### src/design/nmi_fault_pkg.sv
// package: register map, field layout, timing and carrier types of the nmi/fault/enable block
package nmi_fault_pkg;

   ////////////////////////////////////////////////////////////////////////////////
   // clock and timing
   localparam int unsigned CLK_FREQ_HZ = 100_000_000;
   localparam int unsigned WDOG_LOW_WATER_MS = 1792; // nominal low-water time, 1.792 s
   localparam int unsigned WDOG_LOW_WATER_CYCLES = WDOG_LOW_WATER_MS * (CLK_FREQ_HZ / 1000);
   localparam int unsigned WDOG_CNT_W = 28;

   ////////////////////////////////////////////////////////////////////////////////
   // register byte addresses
   localparam logic [31:0] ADDR_IRQ_ENABLE_SET = 32'hE000_E100;
   localparam logic [31:0] ADDR_IRQ_ENABLE_CLEAR = 32'hE000_E180;
   localparam logic [31:0] ADDR_IRQ_PENDING_SET = 32'hE000_E200;
   localparam logic [31:0] ADDR_AUX_FAULT_STATUS = 32'hE000_E500;
   localparam logic [31:0] ADDR_NMI_FLAG = 32'hE000_E504;
   localparam logic [31:0] ADDR_NMI_CFG = 32'hE000_E508;
   localparam logic [31:0] ADDR_NMI_MISSED = 32'hE000_E50C;
   localparam logic [31:0] ADDR_WDOG_CTRL = 32'hE000_E510;
   localparam logic [31:0] ADDR_CLOCK_CTRL = 32'hE000_E514;

   ////////////////////////////////////////////////////////////////////////////////
   // reset values
   localparam logic [31:0] RST_IRQ_ENABLE = 32'h0000_0000;
   localparam logic [1:0] RST_NMI_CFG = 2'h3;

   ////////////////////////////////////////////////////////////////////////////////
   // field layout
   // implemented top-level sources: 16,15,14,12,10,9,8,7,5,4,3,2
   localparam logic [31:0] IRQ_SRC_MASK = 32'h0001_D7BC;
   localparam int unsigned NMI_BIT_CRYSTAL = 0;  // crystal_fail_event
   localparam int unsigned NMI_BIT_WDOG = 1;     // watchdog low-water event
   localparam int unsigned FAULT_BIT_WIDTH = 0;  // bad_width_fault
   localparam int unsigned FAULT_BIT_PRIV = 1;
   localparam int unsigned FAULT_BIT_UNMAPPED = 2;
   localparam int unsigned FAULT_BIT_REPEAT = 3;
   localparam int unsigned WDOG_BIT_ACTIVE = 0;
   localparam int unsigned WDOG_BIT_RESTART = 1;
   localparam int unsigned CLK_BIT_ON_RC = 0;
   localparam int unsigned CLK_BIT_RETURN = 1;

   ////////////////////////////////////////////////////////////////////////////////
   // bus response codes and access sizes
   localparam logic [1:0] RESP_OKAY = 2'h0;
   localparam logic [1:0] RESP_SLVERR = 2'h2;
   localparam logic [1:0] SIZE_WORD = 2'h2;

   ////////////////////////////////////////////////////////////////////////////////
   // types
   typedef enum logic [1:0] {
      XTAL_RUN = 2'b00,
      XTAL_SWITCH = 2'b01,
      XTAL_ON_RC = 2'b10
   } xtal_state_e;

   // one observed access on the system buses, valid for one cycle
   typedef struct packed {
      logic valid;
      logic write;
      logic user_mode;      // unprivileged access
      logic [1:0] size;     // 0 byte, 1 half, 2 word
      logic [1:0] addr_lo;  // low address bits
      logic periph_bus;     // targets a peripheral-bus register
      logic system_periph;  // targets a system peripheral on either bus
      logic protected_ram;
      logic above_last_reg; // inside a 4 kB block, above its last register
      logic above_mem_top;  // above top of ram or flash
   } bus_access_s;

   typedef struct packed {
      logic repeat_f;
      logic unmapped;
      logic privilege;
      logic width;
   } fault_bits_s;

endpackage

### src/design/wdog_low_water.sv
// watchdog low-water timer: one pulse after a full period without restart
module wdog_low_water
   import nmi_fault_pkg::*;
#(
   parameter int unsigned CYCLES = WDOG_LOW_WATER_CYCLES
) (
   // clock and reset
   input wire logic aclk,
   input wire logic aresetn,
   // control
   input wire logic active,
   input wire logic restart,
   // event
   output logic low_water_q
);

   logic [WDOG_CNT_W-1:0] cnt_q;
   logic expired_q;

   ////////////////////////////////////////////////////////////////////////////////
   // count while active; restart or idle rearms
   always_ff @(posedge aclk) begin
      if (!aresetn) begin
         cnt_q <= '0;
         expired_q <= 1'b0;
         low_water_q <= 1'b0;
      end else if (!active || restart) begin
         cnt_q <= '0;
         expired_q <= 1'b0;
         low_water_q <= 1'b0;
      end else if (!expired_q && cnt_q == WDOG_CNT_W'(CYCLES - 1)) begin
         expired_q <= 1'b1;
         low_water_q <= 1'b1;
      end else begin
         if (!expired_q) begin
            cnt_q <= cnt_q + 1'b1;
         end
         low_water_q <= 1'b0;
      end
   end

endmodule

### src/design/nmi_fault_irq_enable_ctrl.sv
// nmi sourcing, bus fault cause recording and top-level irq enables, axi4-lite slave
// Summary of operation
// - nmi comes from two second-level flags only: crystal failure and watchdog low water
// - crystal failure while running on crystal switches the main clock to the rc oscillator
// - crystal fail event rises only after the switch is done, then drives nmi
// - active watchdog not restarted for 1.792 s raises low-water event driving nmi
// - bus fault causes are separate sticky bits; one access may set several
// - width fault: byte or half access to peripheral bus, or unaligned word access
// - privilege fault: user write to system peripheral or protected ram
// - unmapped fault: above last register of a 4 kB block, or above memory top
// - repeat-fault bit set when a second bus fault arrives
// - writing 1 to enable-set enables that source; 0 does nothing; reserved read 0
// - writing 1 to enable-clear disables that source; 0 does nothing
// - all top-level enables are zero after reset
// - writing 1 to pending-set pends that source; 0 does nothing
// - second-level lines are levels; nmi holds until every enabled flag is cleared
// - enabled repeat event while flag set is not queued but logged in missed register, w1c
module nmi_fault_irq_enable_ctrl
   import nmi_fault_pkg::*;
#(
   parameter int unsigned WDOG_CYCLES = WDOG_LOW_WATER_CYCLES
) (
   // clock and reset
   input wire logic aclk,
   input wire logic aresetn,
   // axi4-lite write address
   input wire logic awvalid,
   output logic awready,
   input wire logic [31:0] awaddr,
   input wire logic [2:0] awprot,
   // axi4-lite write data
   input wire logic wvalid,
   output logic wready,
   input wire logic [31:0] wdata,
   input wire logic [3:0] wstrb,
   // axi4-lite write response
   output logic bvalid,
   input wire logic bready,
   output logic [1:0] bresp,
   // axi4-lite read address
   input wire logic arvalid,
   output logic arready,
   input wire logic [31:0] araddr,
   input wire logic [2:0] arprot,
   // axi4-lite read data
   output logic rvalid,
   input wire logic rready,
   output logic [31:0] rdata,
   output logic [1:0] rresp,
   // clock monitor
   input wire logic crystal_ok,
   output logic clk_sel_rc_q,
   // observed bus accesses
   input wire bus_access_s bus_access,
   output logic bus_fault_q,
   // to the core interrupt controller
   output logic nmi_q,
   output logic [31:0] irq_enable_q,
   output logic [31:0] irq_pend_pulse_q
);

   ////////////////////////////////////////////////////////////////////////////////
   // declarations
   logic aw_have_q, w_have_q, aw_ready_q, w_ready_q, b_valid_q, ar_ready_q, r_valid_q;
   logic [1:0] b_resp_q, r_resp_q;
   logic [31:0] aw_addr_q, w_data_q, r_data_q;
   logic [3:0] w_strb_q;
   logic wr_en;
   logic [31:0] wr_ones;
   logic wr_hit;
   logic [31:0] rd_val;
   logic rd_hit;
   logic [1:0] nmi_flag_q, nmi_cfg_q, nmi_missed_q;
   logic [1:0] nmi_event;
   fault_bits_s fault_q, fault_now;
   logic fault_any;
   logic wdog_active_q, wdog_restart_q, wdog_event;
   logic crystal_event_q;
   xtal_state_e xtal_q;

   ////////////////////////////////////////////////////////////////////////////////
   // helpers
   function automatic logic [31:0] lane_mask(input logic [3:0] strb);
      logic [31:0] m;
      m = '0;
      for (int i = 0; i < 4; i++) begin
         m[i*8 +: 8] = {8{strb[i]}};
      end
      return m;
   endfunction

   function automatic logic is_mapped(input logic [31:0] a);
      return a == ADDR_IRQ_ENABLE_SET || a == ADDR_IRQ_ENABLE_CLEAR ||
             a == ADDR_IRQ_PENDING_SET || a == ADDR_AUX_FAULT_STATUS ||
             a == ADDR_NMI_FLAG || a == ADDR_NMI_CFG || a == ADDR_NMI_MISSED ||
             a == ADDR_WDOG_CTRL || a == ADDR_CLOCK_CTRL;
   endfunction

   // ones written to a register this cycle, per byte lane
   function automatic logic [31:0] ones_to(input logic [31:0] a);
      return (wr_en && aw_addr_q == a) ? (w_data_q & lane_mask(w_strb_q)) : 32'h0000_0000;
   endfunction

   ////////////////////////////////////////////////////////////////////////////////
   // write address and data capture, either order
   always_ff @(posedge aclk) begin
      if (!aresetn) begin
         aw_have_q <= 1'b0;
         aw_ready_q <= 1'b0;
         aw_addr_q <= 32'h0000_0000;
      end else if (awvalid && aw_ready_q) begin
         aw_have_q <= 1'b1;
         aw_ready_q <= 1'b0;
         aw_addr_q <= awaddr;
      end else if (wr_en) begin
         aw_have_q <= 1'b0;
         aw_ready_q <= 1'b1;
      end else begin
         aw_ready_q <= !aw_have_q;
      end
   end

   always_ff @(posedge aclk) begin
      if (!aresetn) begin
         w_have_q <= 1'b0;
         w_ready_q <= 1'b0;
         w_data_q <= 32'h0000_0000;
         w_strb_q <= 4'h0;
      end else if (wvalid && w_ready_q) begin
         w_have_q <= 1'b1;
         w_ready_q <= 1'b0;
         w_data_q <= wdata;
         w_strb_q <= wstrb;
      end else if (wr_en) begin
         w_have_q <= 1'b0;
         w_ready_q <= 1'b1;
      end else begin
         w_ready_q <= !w_have_q;
      end
   end

   // commit once both halves held and previous response gone
   assign wr_en = aw_have_q && w_have_q && !b_valid_q;
   assign wr_hit = is_mapped(aw_addr_q);

   ////////////////////////////////////////////////////////////////////////////////
   // write response
   always_ff @(posedge aclk) begin
      if (!aresetn) begin
         b_valid_q <= 1'b0;
         b_resp_q <= RESP_OKAY;
      end else if (wr_en) begin
         b_valid_q <= 1'b1;
         b_resp_q <= wr_hit ? RESP_OKAY : RESP_SLVERR;
      end else if (b_valid_q && bready) begin
         b_valid_q <= 1'b0;
      end
   end

   ////////////////////////////////////////////////////////////////////////////////
   // read mux, no read side effects
   always_comb begin
      rd_val = 32'h0000_0000;
      rd_hit = 1'b1;
      unique case (araddr)
         ADDR_IRQ_ENABLE_SET: rd_val = irq_enable_q;
         ADDR_IRQ_ENABLE_CLEAR: rd_val = irq_enable_q;
         ADDR_IRQ_PENDING_SET: rd_val = 32'h0000_0000;
         ADDR_AUX_FAULT_STATUS: rd_val = {28'h0000000, fault_q};
         ADDR_NMI_FLAG: rd_val = {30'h0, nmi_flag_q};
         ADDR_NMI_CFG: rd_val = {30'h0, nmi_cfg_q};
         ADDR_NMI_MISSED: rd_val = {30'h0, nmi_missed_q};
         ADDR_WDOG_CTRL: rd_val = {31'h0, wdog_active_q};
         ADDR_CLOCK_CTRL: rd_val = {31'h0, clk_sel_rc_q};
         default: rd_hit = 1'b0;
      endcase
   end

   // read channel: data one cycle after address taken
   always_ff @(posedge aclk) begin
      if (!aresetn) begin
         ar_ready_q <= 1'b0;
         r_valid_q <= 1'b0;
         r_data_q <= 32'h0000_0000;
         r_resp_q <= RESP_OKAY;
      end else if (arvalid && ar_ready_q) begin
         ar_ready_q <= 1'b0;
         r_valid_q <= 1'b1;
         r_data_q <= rd_val;
         r_resp_q <= rd_hit ? RESP_OKAY : RESP_SLVERR;
      end else if (r_valid_q && rready) begin
         r_valid_q <= 1'b0;
         ar_ready_q <= 1'b1;
      end else begin
         ar_ready_q <= !r_valid_q;
      end
   end

   assign awready = aw_ready_q;
   assign wready = w_ready_q;
   assign bvalid = b_valid_q;
   assign bresp = b_resp_q;
   assign arready = ar_ready_q;
   assign rvalid = r_valid_q;
   assign rdata = r_data_q;
   assign rresp = r_resp_q;

   ////////////////////////////////////////////////////////////////////////////////
   // top-level enables: set then clear, so clear wins
   assign wr_ones = ones_to(ADDR_IRQ_ENABLE_SET);

   always_ff @(posedge aclk) begin
      if (!aresetn) begin
         irq_enable_q <= RST_IRQ_ENABLE;
      end else begin
         irq_enable_q <= (irq_enable_q | (wr_ones & IRQ_SRC_MASK))
                         & ~(ones_to(ADDR_IRQ_ENABLE_CLEAR) & IRQ_SRC_MASK);
      end
   end

   // software pend request, one-cycle pulse per source
   always_ff @(posedge aclk) begin
      if (!aresetn) begin
         irq_pend_pulse_q <= 32'h0000_0000;
      end else begin
         irq_pend_pulse_q <= ones_to(ADDR_IRQ_PENDING_SET) & IRQ_SRC_MASK;
      end
   end

   ////////////////////////////////////////////////////////////////////////////////
   // crystal monitor and clock fallback
   always_ff @(posedge aclk) begin
      if (!aresetn) begin
         xtal_q <= XTAL_RUN;
         clk_sel_rc_q <= 1'b0;
         crystal_event_q <= 1'b0;
      end else begin
         crystal_event_q <= 1'b0;
         unique case (xtal_q)
            XTAL_RUN: begin
               if (!crystal_ok) begin
                  clk_sel_rc_q <= 1'b1;
                  xtal_q <= XTAL_SWITCH;
               end
            end
            XTAL_SWITCH: begin
               crystal_event_q <= 1'b1;
               xtal_q <= XTAL_ON_RC;
            end
            XTAL_ON_RC: begin
               if (crystal_ok && 1'(ones_to(ADDR_CLOCK_CTRL) >> CLK_BIT_RETURN)) begin
                  clk_sel_rc_q <= 1'b0;
                  xtal_q <= XTAL_RUN;
               end
            end
            default: begin
               xtal_q <= XTAL_ON_RC;
               clk_sel_rc_q <= 1'b1;
            end
         endcase
      end
   end

   ////////////////////////////////////////////////////////////////////////////////
   // watchdog control and timer
   always_ff @(posedge aclk) begin
      if (!aresetn) begin
         wdog_active_q <= 1'b0;
         wdog_restart_q <= 1'b0;
      end else begin
         if (wr_en && aw_addr_q == ADDR_WDOG_CTRL && w_strb_q[0]) begin
            wdog_active_q <= w_data_q[WDOG_BIT_ACTIVE];
         end
         wdog_restart_q <= 1'(ones_to(ADDR_WDOG_CTRL) >> WDOG_BIT_RESTART);
      end
   end

   wdog_low_water #(
      .CYCLES(WDOG_CYCLES)
   ) u_wdog (
      .aclk(aclk),
      .aresetn(aresetn),
      .active(wdog_active_q),
      .restart(wdog_restart_q),
      .low_water_q(wdog_event)
   );

   ////////////////////////////////////////////////////////////////////////////////
   // second-level nmi flags, mask and missed log
   always_comb begin
      nmi_event = '0;
      nmi_event[NMI_BIT_CRYSTAL] = crystal_event_q;
      nmi_event[NMI_BIT_WDOG] = wdog_event;
   end

   // flags always record; set wins over a same-cycle clear
   always_ff @(posedge aclk) begin
      if (!aresetn) begin
         nmi_flag_q <= 2'h0;
      end else begin
         nmi_flag_q <= (nmi_flag_q & ~2'(ones_to(ADDR_NMI_FLAG))) | nmi_event;
      end
   end

   always_ff @(posedge aclk) begin
      if (!aresetn) begin
         nmi_cfg_q <= RST_NMI_CFG;
      end else if (wr_en && aw_addr_q == ADDR_NMI_CFG && w_strb_q[0]) begin
         nmi_cfg_q <= w_data_q[1:0];
      end
   end

   // enabled repeat while flag still set is lost, logged here
   always_ff @(posedge aclk) begin
      if (!aresetn) begin
         nmi_missed_q <= 2'h0;
      end else begin
         nmi_missed_q <= (nmi_missed_q & ~2'(ones_to(ADDR_NMI_MISSED)))
                         | (nmi_event & nmi_flag_q & nmi_cfg_q);
      end
   end

   // level output, held until every enabled flag cleared
   always_ff @(posedge aclk) begin
      if (!aresetn) begin
         nmi_q <= 1'b0;
      end else begin
         nmi_q <= |(nmi_flag_q & nmi_cfg_q);
      end
   end

   ////////////////////////////////////////////////////////////////////////////////
   // bus fault cause decode
   always_comb begin
      fault_now = '0;
      if (bus_access.valid) begin
         fault_now.width = (bus_access.periph_bus && bus_access.size != SIZE_WORD)
                           || (bus_access.size == SIZE_WORD && bus_access.addr_lo != 2'h0);
         fault_now.privilege = bus_access.write && bus_access.user_mode
                               && (bus_access.system_periph || bus_access.protected_ram);
         fault_now.unmapped = bus_access.above_last_reg || bus_access.above_mem_top;
      end
   end

   assign fault_any = fault_now.width || fault_now.privilege || fault_now.unmapped;

   // sticky causes, several per access; w1c with set winning
   always_ff @(posedge aclk) begin
      if (!aresetn) begin
         fault_q <= '0;
      end else begin
         fault_q <= (fault_q & ~fault_bits_s'(4'(ones_to(ADDR_AUX_FAULT_STATUS))))
                    | fault_now
                    | {fault_any && (fault_q != '0), 3'b000};
      end
   end

   // one-cycle fault pulse toward the core
   always_ff @(posedge aclk) begin
      if (!aresetn) begin
         bus_fault_q <= 1'b0;
      end else begin
         bus_fault_q <= fault_any;
      end
   end

endmodule

### config.mk
export PLATFORM = sky130hd
export DESIGN_NAME = nmi_fault_irq_enable_ctrl
export DESIGN_NICKNAME = d
export VERILOG_FILES = /design/src/design/nmi_fault_pkg.sv /design/src/design/wdog_low_water.sv /design/src/design/nmi_fault_irq_enable_ctrl.sv
export SDC_FILE = /design/constraint.sdc
export NUM_CORES = 1
export LEC_CHECK = 0
export BUFFER_PORTS_ARGS = -buffer_cell sky130_fd_sc_hd__buf_2
export CORE_AREA = 2 2 121 123
export CTS_CLUSTER_SIZE = 8
export DETAILED_ROUTE_END_ITERATION = 8
export DIE_AREA = 0 0 123 125
export PLACE_DENSITY = 0.79
export SLEW_MARGIN = 20
export SYNTH_ARGS = -nofsm -noshare
export SYNTH_HDL_FRONTEND = slang
export SYNTH_HIERARCHICAL = 1
export SYNTH_SLANG_ARGS = --single-unit
### constraint.sdc
create_clock -name aclk -period 2.2 [get_ports aclk]
set_clock_uncertainty 0.1 [all_clocks]
set_input_delay 0.11 -clock aclk [delete_from_list [all_inputs] [get_ports aclk]]
set_output_delay 0.11 -clock aclk [all_outputs]
set_load 0.02 [all_outputs]
# After elaboration in Yosys (flattened, before gate mapping)
# Index checks and enable logic that the tools add are counted.
# word_totals
latch_bits	0
out_inout_bits	108
input_bits	126
romBits	0
elab_cells	173
memories	0
ff_bits	207
ram_bits	0
# op_classes
reduce_logical	64
mux	29
n_mul	0
add_sub_neg	1
n_shift	0
n_div	0
bitwise	21
n_eq_ne	25
order_cmp	0
# op_table
cell	count
32-bit equality test, second input constant	18
32-bit one-hot mux with 7 select lines	1
17-bit 2-to-1 mux	2
32-bit AND	1
17-bit inverter with 32-bit output	1
32-bit by 17-bit bitwise OR with 32-bit output	1
28-bit by 1-bit adder with 28-bit output, second input constant	1
28-bit equality test, second input constant	1
1-bit logical AND	25
17-bit AND	1
1-bit 2-to-1 mux	15
1-bit logical OR	14
2-bit 2-to-1 mux	7
2-bit OR reduction	6
2-bit AND	5
2-bit nonzero test	5
9-bit OR reduction	1
2-bit AND reduction	4
1-bit zero test	6
2-bit inequality test, second input constant	3
4-bit AND	1
2-bit equality test, second input constant	2
4-bit 2-to-1 mux	1
1-bit inverter	4
12 further kinds	14

# Depth between registers and ports, before layout
# Gate-level depths: netlist (run 1).
# logic_depth
word_depth	10
mapped_depth	7
depth_no_buf	6

# By module
# Netlist (run 1), hierarchy kept.
# by_module_without_submodules
module	seq_area_each_um2	n_inst	cells_each	area_per_inst_um2
nmi_fault_irq_enable_ctrl	2282.2	1	674	5441.5
wdog_low_water	600.6	1	177	1566.5

# Worst setup path before layout (run 1)
# No wires, ideal clock.
# synth_timing
kind	register to register
from	register u_wdog.cnt_q[13]
to	register u_wdog.cnt_q[11]
slack_ns	0.258
synth_period_minus_slack_ns	1.942
t_required_ns	1.976
path_buffers	1
setup_ns	0.124
path_stages_with_launch	7
t_arrival_ns	1.718
cell_sequence	dfxtp_1 > or4_4 > nor4_4 > a21o_1 > buf_4 > nor3_1 > mux2i_1
# synth_between
elab_chain_cells	4
# synth_rtl
item	line	text
start: declaration	wdog_low_water.sv:17	logic [WDOG_CNT_W-1:0] cnt_q;
start signal: assignment	wdog_low_water.sv:36	cnt_q <= cnt_q + 1'b1;
28-bit equality test	wdog_low_water.sv:31	end else if (!expired_q && cnt_q == WDOG_CNT_W'(CYCLES - 1)) begin
1-bit logical AND	wdog_low_water.sv:31	
1-bit inverter (no source line)	n/a	
2-bit AND reduction (no source line)	n/a	
# No other way between the ends.
# A chain may end at the register's enable or synchronous reset.

# Worst setup path after layout (run 1)
# layout_timing
from	register aw_addr_q[16]
to	register irq_enable_q[7]
# layout_between
elab_chain_cells	5
word_cells_on_any_way	9
cone_classes	eq/ne: 2; mux: 2; bitwise: 3; reduce/logical: 2
# layout_rtl
item	line	text
start: declaration	nmi_fault_irq_enable_ctrl.sv:66	logic [31:0] aw_addr_q, w_data_q, r_data_q;
start signal: assignment	nmi_fault_irq_enable_ctrl.sv:114	aw_addr_q <= awaddr;
32-bit equality test	nmi_fault_irq_enable_ctrl.sv:101	return (wr_en && aw_addr_q == a) ? (w_data_q & lane_mask(w_strb_q)) : 32'h0000_0000;
1-bit logical AND	nmi_fault_irq_enable_ctrl.sv:101	
17-bit 2-to-1 mux	nmi_fault_irq_enable_ctrl.sv:101	
32-bit by 17-bit bitwise OR with 32-bit output or 17-bit inverter with 32-bit output (tied branches)	nmi_fault_irq_enable_ctrl.sv:216, nmi_fault_irq_enable_ctrl.sv:217	
32-bit AND *	nmi_fault_irq_enable_ctrl.sv:217	& ~(ones_to(ADDR_IRQ_ENABLE_CLEAR) & IRQ_SRC_MASK);
end signal: assignment	nmi_fault_irq_enable_ctrl.sv:216	irq_enable_q <= (irq_enable_q | (wr_ones & IRQ_SRC_MASK))
end: declaration	nmi_fault_irq_enable_ctrl.sv:58	output logic [31:0] irq_enable_q,
# Mark *: on every way between the ends. The rest lies on a longest branch, timed or not.

==> metrics.txt, run 1 <==
synth warn=6; min-delay src=araddr[20]; post-synth cell types=68; Main synth FF type=dfxtp_1; CP Capture Type=flip-flop; die width=123 um; CP max FO=8; Worst Path Buf+Inv=1; dpl ws=0.131 ns; RSZ-0062 raised after global routing=false; R2R depth=5; register bit total from synthesis=144; final hold vios=0; drt via density=5.36; Worst Hold End=rdata[0]; via count=6,738; initial antenna violation count=0; Core ar.=14,200 sq um; post-cts resize count=0; ys async rst share=0%; area delta synth->final=27.9%; initial drt markers=342; detailed-route wire length=18.6 mm; final setup vio count=0; critical setup path kind=reg2reg; Top cell by count, worst path=or3_1; nets=1,190; CP Data Arrival Time=2.25 ns; CP peak stage delay=0.51 ns; worst hold path class=in2reg; DP HPWL=12.5 mm; Tightest Pin Transition=0.589 ns; worst r2r src=aw_addr_q[16]; Peak VDD IR=0.566 mV; Mapped Area=7010 sq um; Leak Pwr=3.48 nW; IO Count=234; Routed WL per cell=14.8 um; Hold Path Cell Cnt=5; CP Cell Sequence=or3_1, or3_1, buf_4, nor4_1, a211oi_1; first-pass GRT wire length=29.6 mm; most frequent cells in the layout=149 x nand2_1, 148 x buf_2, 144 x dfxtp_1, 83 x a21oi_1; largest net degree at the start of global routing=54; H-Tree Level Count=4; Power Dens Cells=686 nW/um^2; worst setup margin=0.148 ns; Fmax=487 MHz; Num CTS Buffers=17; router iterations before antenna repair=4; commonest non-fill, non-tap cell in the layout=nand2_1; MaxCap Viol Count=0; Post-synth EDFFs=0; CP delay by family, top=simple AND/OR/NAND/NOR gates; CTS tree=done; starting density of the core=49.3%; status=complete, no violations; Routed Antenna Nets=0; Cell Rows=44; DRC violations left=0; final slew viol count=0; hold_ws=0.0161 ns; clock sinks=144; FF+latch area=2880 sq um; crit path launch type=flip-flop; total power=6.15 mW; WP data required=2.40 ns; total grt overflow=0; layout cells sized above 1=22.3%; I/O Buffers=148; Antenna diodes=0; vias in the first global route=6,316; fillcell total=1,157; Worst-path clk slew=0.06 ns; sequential element share of the synthesized area=41.1%; Setup Total Neg Slack=0 ns; clk_lat worst skew=0.42 ns; Final period util=93.3%; Slew HR=59.7%; r2r setup slk=0.15 ns; post-synthesis cell count=851; GRT Util Overall=24.0%; worst r2r dst=irq_enable_q[7]; Die ar.=15,400 sq um; RePlAce Congestion=0.835; clock root buffer=clkbuf_16; Multi-input gate area=3610 sq um; clk buf depth=2; minimum clock period=2.05 ns; Die Ht=125 um; Post-Syn Area per Cell=8.23 sq um; critical path's slowest cell=or3_1
[synth_stat cells (all sizes together), types with 6 or more instances]
| cell type | instances | area, sq um |
|---|---|---|
| nor2 | 63 | 236 |
| nand2 | 149 | 559 |
| nor4 | 26 | 278 |
| a21oi | 83 | 415 |
| nand4 | 45 | 303 |
| buf | 79 | 566 |
| and2 | 9 | 56.3 |
| a31oi | 7 | 43.8 |
| or4 | 10 | 90.1 |
| nor3b | 9 | 67.6 |
| a211oi | 14 | 105 |
| dfxtp | 144 | 2880 |
| or3 | 14 | 87.6 |
| o21ai | 23 | 115 |
| nor2b | 6 | 37.5 |
| nand3 | 17 | 85.1 |
| nor3 | 15 | 80.1 |
| nand2b | 13 | 81.3 |
| xnor2 | 10 | 87.6 |
| inv | 15 | 56.3 |
| nor4b | 6 | 65.1 |
| clkbuf | 30 | 113 |
[area by class of cell]
type	count	share of cell area, %
Clock inverter	9	1.26
Sequential cell	144	32.2
Multi-Input combinational cell	642	40.3
Timing Repair Buffer	243	18.0
Tap cell	184	2.57
Clock buffer	20	5.10
Inverter	15	0.628
[layer usage]
| layer | track usage, % | vias to the layer above | share of wire, % |
|---|---|---|---|
| met4 | 7.29 | 0 | 1.9 |
| met5 | 0 | - | 0 |
| met2 | 42.0 | 245 | 51 |
| met3 | 7.16 | 35 | 6.5 |
| li1 | - | 3312 | - |
| met1 | 28.0 | 3146 | 41 |
[how the worst max path moves through the flow]
stage | cells past startpoint | endpoint | start | slack [ns]
2_1_floorplan | 6 | u_wdog/cnt_q[11] | u_wdog/cnt_q[13] | 0.26
3_3_place_gp | 5 | nmi_missed_q[0] | aw_addr_q[16] | 0.20
3_5_place_dp | 5 | u_wdog/cnt_q[25] | u_wdog/cnt_q[7] | 0.13
4_1_cts | 5 | u_wdog/cnt_q[25] | u_wdog/cnt_q[7] | 0.08
5_1_grt | 5 | irq_enable_q[16] | aw_addr_q[16] | 0.05
6_report | 5 | irq_enable_q[7] | aw_addr_q[16] | 0.15
[worst min-delay path, stage by stage]
cell     delay, ns
buf_2         0.08
or4_1         0.10
nor3_1        0.06
nand4_1       0.08
o21ai_1       0.05
[sequential cells by signal, indices dropped and copies added (netlist names), 2 cells and up]
register          count
aw_addr_q            32
u_wdog/cnt_q         28
rdata                14
w_data_q             14
irq_enable_q         12
irq_pend_pulse_q     12
fault_q               4
w_strb_q              3
nmi_cfg_q             2
nmi_flag_q            2
nmi_missed_q          2
xtal_q                2
[per-stage QoR]
step           instances  cell area, sq um  utilization, %
2_1_floorplan        910              7230               -
3_5_place_dp        1164              7750            54.6
5_1_grt             1257              8960            63.1
4_1_cts             1256              8950            63.0
6_report            1257              8960            63.1
3_3_place_gp        1164              7750            54.6
[where the power goes]
group,internal (mW),leakage [nW],switching (mW)
clock,1.71,0.266,1.07
sequential,2.68,1.17,0.0573
combinational,0.267,2.04,0.367
[kinds of logic after synthesis]
family,Yosys count,share of synthesized area (%)
muxes,7,1.36
DFF,144,41.1
buffers and inverters,124,10.5
adders and majority gates,1,0.179
other,1,0.0535
and+or+nand+nor,407,32.0
AOI/OAI and AO/OA,155,13.3
xor gates and xnor gates,12,1.50
[what timing repair did]
action / in CTS / in global routing
hold buffers: 63 / 0
setup endpoints to repair: 0 / 2
hold endpoints to repair: 57 / 0
setup buffers: 0 / 1
(Power assumes the default switching activity.)
==> run 2: changes to the inputs <==
==> constraint.sdc (replaced) <==
create_clock -name aclk -period 1.95 [get_ports aclk]
set_clock_uncertainty 0.1 [all_clocks]
set_input_delay 0.0975 -clock aclk [delete_from_list [all_inputs] [get_ports aclk]]
set_output_delay 0.0975 -clock aclk [all_outputs]
set_load 0.02 [all_outputs]
==> metrics.txt, run 2 (synthesis gave the netlist of run 1 again) <==
status=complete, no violations (unchanged); CTS tree=done (unchanged); met2 WL post-DR=10.1 mm (was 9.44 mm); Tightest Pin Transition=0.554 ns (was 0.589 ns); router iterations before antenna repair=5 (was 4); vias in the first global route=6,489 (was 6,316); clock share of power=44.9% (was 45.2%); Die ar.=15,400 sq um (unchanged); Die Ht=125 um (unchanged); Peak VDD IR=0.661 mV (was 0.566 mV); Int Pwr=5.20 mW (was 4.65 mW); clock sinks=144 (unchanged); clk buf depth=2 (unchanged); area delta synth->final=33.0% (was 27.9%); initial antenna violation count=0 (unchanged); most frequent cells in the layout=149 x nand2_1, 149 x buf_2, 137 x dfxtp_1, 83 x a21oi_1, 64 x dlygate4sd3_1 (was 149 x nand2_1, 148 x buf_2, 144 x dfxtp_1, 83 x a21oi_1); CP Capture Type=flip-flop (unchanged); crit path launch type=flip-flop (unchanged); Cell Rows=44 (unchanged); hold_ws=0.00563 ns (was 0.0161 ns); switch share=25.4% (was 24.3%); clock root buffer=clkbuf_16 (unchanged); Core ar.=14,200 sq um (unchanged); Num CTS Buffers=17 (unchanged); IO Count=234 (unchanged); final setup vio count=0 (unchanged); final slew viol count=0 (unchanged); M1 WL=7.88 mm (was 7.62 mm); total grt overflow=0 (unchanged); clk_lat worst skew=0.42 ns (about the same); switching power=1.77 mW (was 1.49 mW); minimum clock period=1.90 ns (was 2.05 ns); top sig layer=met4 (unchanged); RSZ-0062 raised after global routing=true (was false); Combinational Power Share=10.9% (was 10.3%); Worst-path clk slew=0.06 ns (about the same); die width=123 um (unchanged); Reg power frac=44.2% (was 44.5%); final instance area=9320 sq um (was 8960 sq um); max reg flops=32 (unchanged); Leak Pwr=3.71 nW (was 3.48 nW); met3 wire len=1.42 mm (was 1.22 mm); nets=1,216 (was 1,190); GRT Util Overall=25.2% (was 24.0%); DRC violations left=0 (unchanged); final hold vios=0 (unchanged); Fmax=526 MHz (was 487 MHz); CP max FO=6 (was 8); via count=7,020 (was 6,738); RePlAce Congestion=0.862 (was 0.835); initial drt markers=603 (was 342); dpl cell area=7980 sq um (was 7750 sq um); Final period util=97.5% (was 93.3%); largest net degree at the start of global routing=66 (was 54); Largest regs=aw_addr_q: 32 flops, u_wdog/cnt_q: 28 flops (unchanged); Most flops, register=aw_addr_q (unchanged); WP data required=2.16 ns (was 2.40 ns); MaxCap Viol Count=0 (unchanged); first-pass GRT wire length=31.0 mm (was 29.6 mm); Routed WL per cell=15.5 um (was 14.8 um); layout cells sized above 1=25.7% (was 22.3%); drt via density=5.46 (was 5.36); CP Data Arrival Time=2.11 ns (was 2.25 ns); Power Dens Cells=748 nW/um^2 (was 686 nW/um^2); worst hold path class=in2reg (unchanged); H-Tree Level Count=4 (unchanged); critical setup path kind=reg2reg (unchanged); Slew HR=63.0% (was 59.7%); detailed-route wire length=19.9 mm (was 18.6 mm); I/O Buffers=148 (unchanged); starting density of the core=49.3% (unchanged); Routed Antenna Nets=0 (unchanged); DP HPWL=12.6 mm (was 12.5 mm); Antenna diodes=0 (unchanged)
==> run 2: cell types whose count changed in the layout (fill, tap and decap cells not counted), moves of 2 or more <==
| cell | change |
|---|---|
| buf_12 | +6 |
| dfxtp_4 | +2 |
| nor3_1 | -2 |
| dfxtp_1 | -7 |
| nor4_4 | +2 |
| inv_6 | +3 |
| buf_4 | +15 |
| dfxtp_2 | +5 |
| buf_6 | +3 |
==> run 2: worst max-delay path: stages (launching register included) <==
cell and delay, ns:
dfxtp_2 0.37, nand4_4 0.16, or4_4 0.62, buf_4 0.18, nor4_4 0.14, xnor2_1 0.16, nor2_1 0.05
==> run 2: layout make-up <==
type / count / area (sq um)
fillers: 1111 / 4880
multi-input cells: 642 / 3670
flip-flops and latches: 144 / 2900
repair buffers: 269 / 1890
clock buffers: 20 / 467
well taps: 184 / 230
clock inverters: 11 / 106
inverters: 15 / 56.3
==> run 2: path summary, 6_finish.rpt <==
path	start	end	slack, ns	cells past startpoint
worst max-delay path	u_wdog/cnt_q[3]	u_wdog/cnt_q[24]	0.05	6
worst min-delay path	araddr[18]	rdata[0]	0.006	5
worst max register to register	u_wdog/cnt_q[3]	u_wdog/cnt_q[24]	0.05	6
worst min register to register	rdata[15]	rdata[15]	0.35	2
==> run 2: stage by stage <==
step	setup WS (ns)	utilization, %	setup TNS, ns	power (mW)	instances
after global placement	0.0391	56.1	0	3.77	1185
after detailed placement	0.00193	56.1	0	3.78	1185
after floorplan	0.00775	-	0	3.62	910
after CTS	0.00331	64.7	0	6.98	1280
after global routing	-0.0313	65.6	-0.101	7.23	1285
final	0.0485	65.6	0	6.97	1285
==> run 2: metal layers <==
| layer | track usage [%] | vias up |
|---|---|---|
| met5 | 0 | - |
| met4 | 9.89 | 0 |
| met3 | 5.93 | 51 |
| met2 | 42.3 | 309 |
| met1 | 30.9 | 3279 |
| li1 | - | 3381 |
==> run 2: repair_timing <==
item	in CTS	in global routing
gates cloned	0	1
endpoints found under the hold margin	59	0
gates resized for setup	4	20
pin swaps	1	7
buffers inserted	0	4
setup endpoints to repair	3	31
hold buffers	64	0
==> run 2: power groups by stage <==
stage / registers (mW) / logic (mW) / clock network [mW]
finish: 3.08 / 0.760 / 3.13
global route: 3.09 / 0.830 / 3.32
CTS: 3.08 / 0.736 / 3.16
detailed placement: 3.14 / 0.634 / 0
global placement: 3.14 / 0.626 / 0
floorplan: 3.15 / 0.476 / 0
==> run 3: changes to the inputs <==
--- a/config.mk
+++ b/config.mk
@@ -5,12 +5,13 @@
 export SDC_FILE = /design/constraint.sdc
 export NUM_CORES = 1
 export LEC_CHECK = 0
+export ABC_AREA = 1
 export BUFFER_PORTS_ARGS = -buffer_cell sky130_fd_sc_hd__buf_2
-export CORE_AREA = 2 2 121 123
+export CORE_AREA = 2 2 122 124
 export CTS_CLUSTER_SIZE = 8
 export DETAILED_ROUTE_END_ITERATION = 8
-export DIE_AREA = 0 0 123 125
-export PLACE_DENSITY = 0.79
+export DIE_AREA = 0 0 124 126
+export PLACE_DENSITY = 0.81
 export SLEW_MARGIN = 20
 export SYNTH_ARGS = -nofsm -noshare
 export SYNTH_HDL_FRONTEND = slang
==> metrics.txt, run 3 <==
status=complete, no violations (unchanged); Post-Layout Cell Count=1,479 (was 1,285); first-pass GRT wire length=32.3 mm (was 31.0 mm); DRC violations left=0 (unchanged); Multi-input gate area=3690 sq um (was 3670 sq um); Routed WL per cell=14.0 um (was 15.5 um); R2R depth=8 (was 6); r2r setup slk=0.09 ns (was 0.05 ns); IO Count=234 (unchanged); Fmax=539 MHz (was 526 MHz); Power Dens Cells=776 nW/um^2 (was 748 nW/um^2); CTS tree=done (unchanged); final setup vio count=0 (unchanged); router iterations before antenna repair=5 (unchanged); clock sinks=144 (unchanged); fillcell total=1,178 (was 1,111); synth warn=6 (unchanged); Worst Hold End=fault_q[2] (was rdata[0]); Worst-path clk slew=0.06 ns (about the same); Die Ht=126 um (was 125 um); CP max FO=10 (was 6); worst setup margin=0.0938 ns (was 0.0485 ns); Post-synth EDFFs=0 (unchanged); Most flops, register=aw_addr_q (unchanged); FF+latch area=2890 sq um (was 2900 sq um); Die ar.=15,600 sq um (was 15,400 sq um); area delta synth->final=26.4% (was 33.0%); final hold vios=0 (unchanged); H-Tree Level Count=4 (unchanged); dpl cell area=8090 sq um (was 7980 sq um); crit path launch type=flip-flop (unchanged); Hold Path Cell Cnt=3 (was 5); initial drt markers=611 (was 603); Combinational Power Share=11.4% (was 10.9%); clk_lat worst skew=0.42 ns (about the same); Largest regs=aw_addr_q: 32 flops, u_wdog/cnt_q: 28 flops (unchanged); largest net degree at the start of global routing=44 (was 66); switching power=1.81 mW (was 1.77 mW); total power=7.19 mW (was 6.97 mW); Mapped Area=7340 sq um (was 7010 sq um); top cells by count, synth=200 x nand2_1, 199 x nor2_1, 144 x dfxtp_1, 81 x inv_1, 78 x o21ai_0 (was 149 x nand2_1, 144 x dfxtp_1, 83 x a21oi_1, 66 x buf_4, 63 x nor2_1); worst r2r src=aw_addr_q[16] (was u_wdog/cnt_q[3]); max reg flops=32 (unchanged); Num CTS Buffers=17 (unchanged); nets=1,410 (was 1,216); Placed Cells=1,390 (was 1,185); clk buf depth=2 (unchanged); Tightest Pin Transition=0.640 ns (was 0.554 ns); RePlAce Congestion=0.921 (was 0.862); Cell Rows=44 (unchanged); critical setup path kind=reg2reg (unchanged); dpl ws=0.137 ns (was 0.00193 ns); GRT Util Overall=26.2% (was 25.2%); ys async rst share=0% (unchanged); clock root buffer=clkbuf_16 (unchanged); fin util=64.8% (was 65.6%); drt via density=5.11 (was 5.46); die width=124 um (was 123 um); sequential element share of the synthesized area=39.3% (was 41.1%); WP data required=2.19 ns (was 2.16 ns); I/O Buffers=148 (unchanged); Setup Total Neg Slack=0 ns (unchanged); clock share of power=45.2% (was 44.9%); Peak VDD IR=0.536 mV (was 0.661 mV); Routed Antenna Nets=0 (unchanged); switch share=25.1% (was 25.4%); post-synthesis cell count=1,074 (was 851); Main synth FF type=dfxtp_1 (unchanged); worst r2r dst=irq_pend_pulse_q[5] (was u_wdog/cnt_q[24]); register bit total from synthesis=144 (unchanged); Post-Syn Area per Cell=6.83 sq um (was 8.23 sq um); most frequent cells in the layout=200 x nand2_1, 198 x nor2_1, 148 x buf_2, 142 x dfxtp_1, 81 x inv_1 (was 149 x nand2_1, 149 x buf_2, 137 x dfxtp_1, 83 x a21oi_1, 64 x dlygate4sd3_1); most common cell in the netlist=nand2_1 (unchanged); initial antenna violation count=1 (was 0); Core ar.=14,300 sq um (was 14,200 sq um); min-delay src=bus_access[11] (was araddr[18]); Leak Pwr=4.02 nW (was 3.71 nW); Int Pwr=5.39 mW (was 5.20 mW); Final period util=95.2% (was 97.5%); MaxCap Viol Count=0 (unchanged); final slew viol count=0 (unchanged); post-synth cell types=39 (was 68); area share of the largest cell type after synthesis=39.3% (was 41.1%); minimum clock period=1.86 ns (was 1.90 ns); final instance area=9280 sq um (was 9320 sq um); hold_ws=0.00654 ns (was 0.00563 ns); layout cells sized above 1=20.3% (was 25.7%); Yosys top cell by area=dfxtp_1 (unchanged); via count=7,553 (was 7,020); CP Capture Type=flip-flop (unchanged); Reg power frac=43.5% (was 44.2%); commonest non-fill, non-tap cell in the layout=nand2_1; Area contributors post-synth=dfxtp_1 39%, nand2_1 10%, nor2_1 10% (was dfxtp_1 41%, nand2_1 8.0%, buf_4 7.1%); DP HPWL=13.6 mm (was 12.6 mm); CP Data Arrival Time=2.10 ns (was 2.11 ns); vias in the first global route=6,879 (was 6,489); Slew HR=57.3% (was 63.0%); worst hold path class=in2reg (unchanged); total grt overflow=0 (unchanged); starting density of the core=51.3% (was 49.3%); detailed-route wire length=20.7 mm (was 19.9 mm)
==> run 3: cell count changes in the layout (fill, tap and decap cells not counted), moves of 13 or more <==
cell	change
nor4_1	-14
nor3_1	+14
inv_2	+15
or3_1	-13
nand2b_1	-13
buf_4	-25
a211oi_1	-14
nand2_1	+51
nor2_1	+136
nand3_1	+43
inv_1	+68
o21ai_0	+66
nand4_1	-20
==> run 3: what timing repair did <==
item	CTS	global route
hold buffers	56	0
buffers inserted	0	1
setup endpoints to repair	0	19
endpoints found under the hold margin	55	0
gates resized for setup	0	6
==> run 3: cell type report <==
| cell class | count | area share [%] |
|---|---|---|
| clock buffer | 19 | 4.77 |
| inverter | 101 | 4.09 |
| tap | 184 | 2.48 |
| antenna | 1 | 0.0270 |
| clock inverter | 11 | 1.52 |
| sequential | 144 | 31.1 |
| multi-input combinational | 791 | 39.8 |
| timing repair buffer | 228 | 16.2 |
==> run 3: power groups by stage <==
| stage | Combinational [mW] | Sequential [mW] | Clock, mW |
|---|---|---|---|
| 2_1_floorplan | 0.533 | 3.21 | 0 |
| 3_3_place_gp | 0.672 | 3.19 | 0 |
| 3_5_place_dp | 0.686 | 3.19 | 0 |
| 4_1_cts | 0.775 | 3.13 | 3.27 |
| 5_1_grt | 0.901 | 3.14 | 3.41 |
| 6_report | 0.817 | 3.13 | 3.25 |
==> run 3: cells by family (layout without fill, tap and decap cells) <==
group | count (synthesis) | count (layout) | synth area share (%)
AOI/OAI and AO/OA | 168 | 168 | 11.7
xor gates and xnor gates | 7 | 7 | 0.835
adders and majority gates | 1 | 1 | 0.170
buffers and inverters | 199 | 359 | 13.9
DFF | 144 | 144 | 39.3
other | 1 | 61 | 0.0511
and+or+nand+nor | 554 | 555 | 34.1
==> run 3: routing by layer <==
metal	wire (um)	up-vias	GRT usage (%)
met5	0	-	0
met4	817	0	12.1
met2	10200	328	45.6
met3	1460	65	4.89
met1	8170	3399	30.8
li1	-	3761	-
==> run 3: how the worst max path moves through the flow <==
stage | startpoint | to | slack, ns | cells past startpoint
global placement | u_wdog/cnt_q[0] | u_wdog/cnt_q[23] | 0.18 | 10
detailed placement | u_wdog/cnt_q[0] | u_wdog/cnt_q[14] | 0.14 | 10
floorplan | u_wdog/cnt_q[0] | u_wdog/cnt_q[6] | 0.32 | 10
CTS | u_wdog/cnt_q[0] | u_wdog/cnt_q[2] | 0.12 | 10
global route | aw_addr_q[12] | clk_sel_rc_q | -0.02 | 11
finish | aw_addr_q[16] | irq_pend_pulse_q[5] | 0.09 | 8
==> run 3: worst max-delay path: stages, from the launching register on <==
cell and delay [ns]:
dfxtp_1 0.30, inv_1 0.12, nand2_1 0.08, nor2_2 0.17, nand4_1 0.25, nor4_4 0.21
nand3_2 0.17, buf_4 0.23, nor2_1 0.15
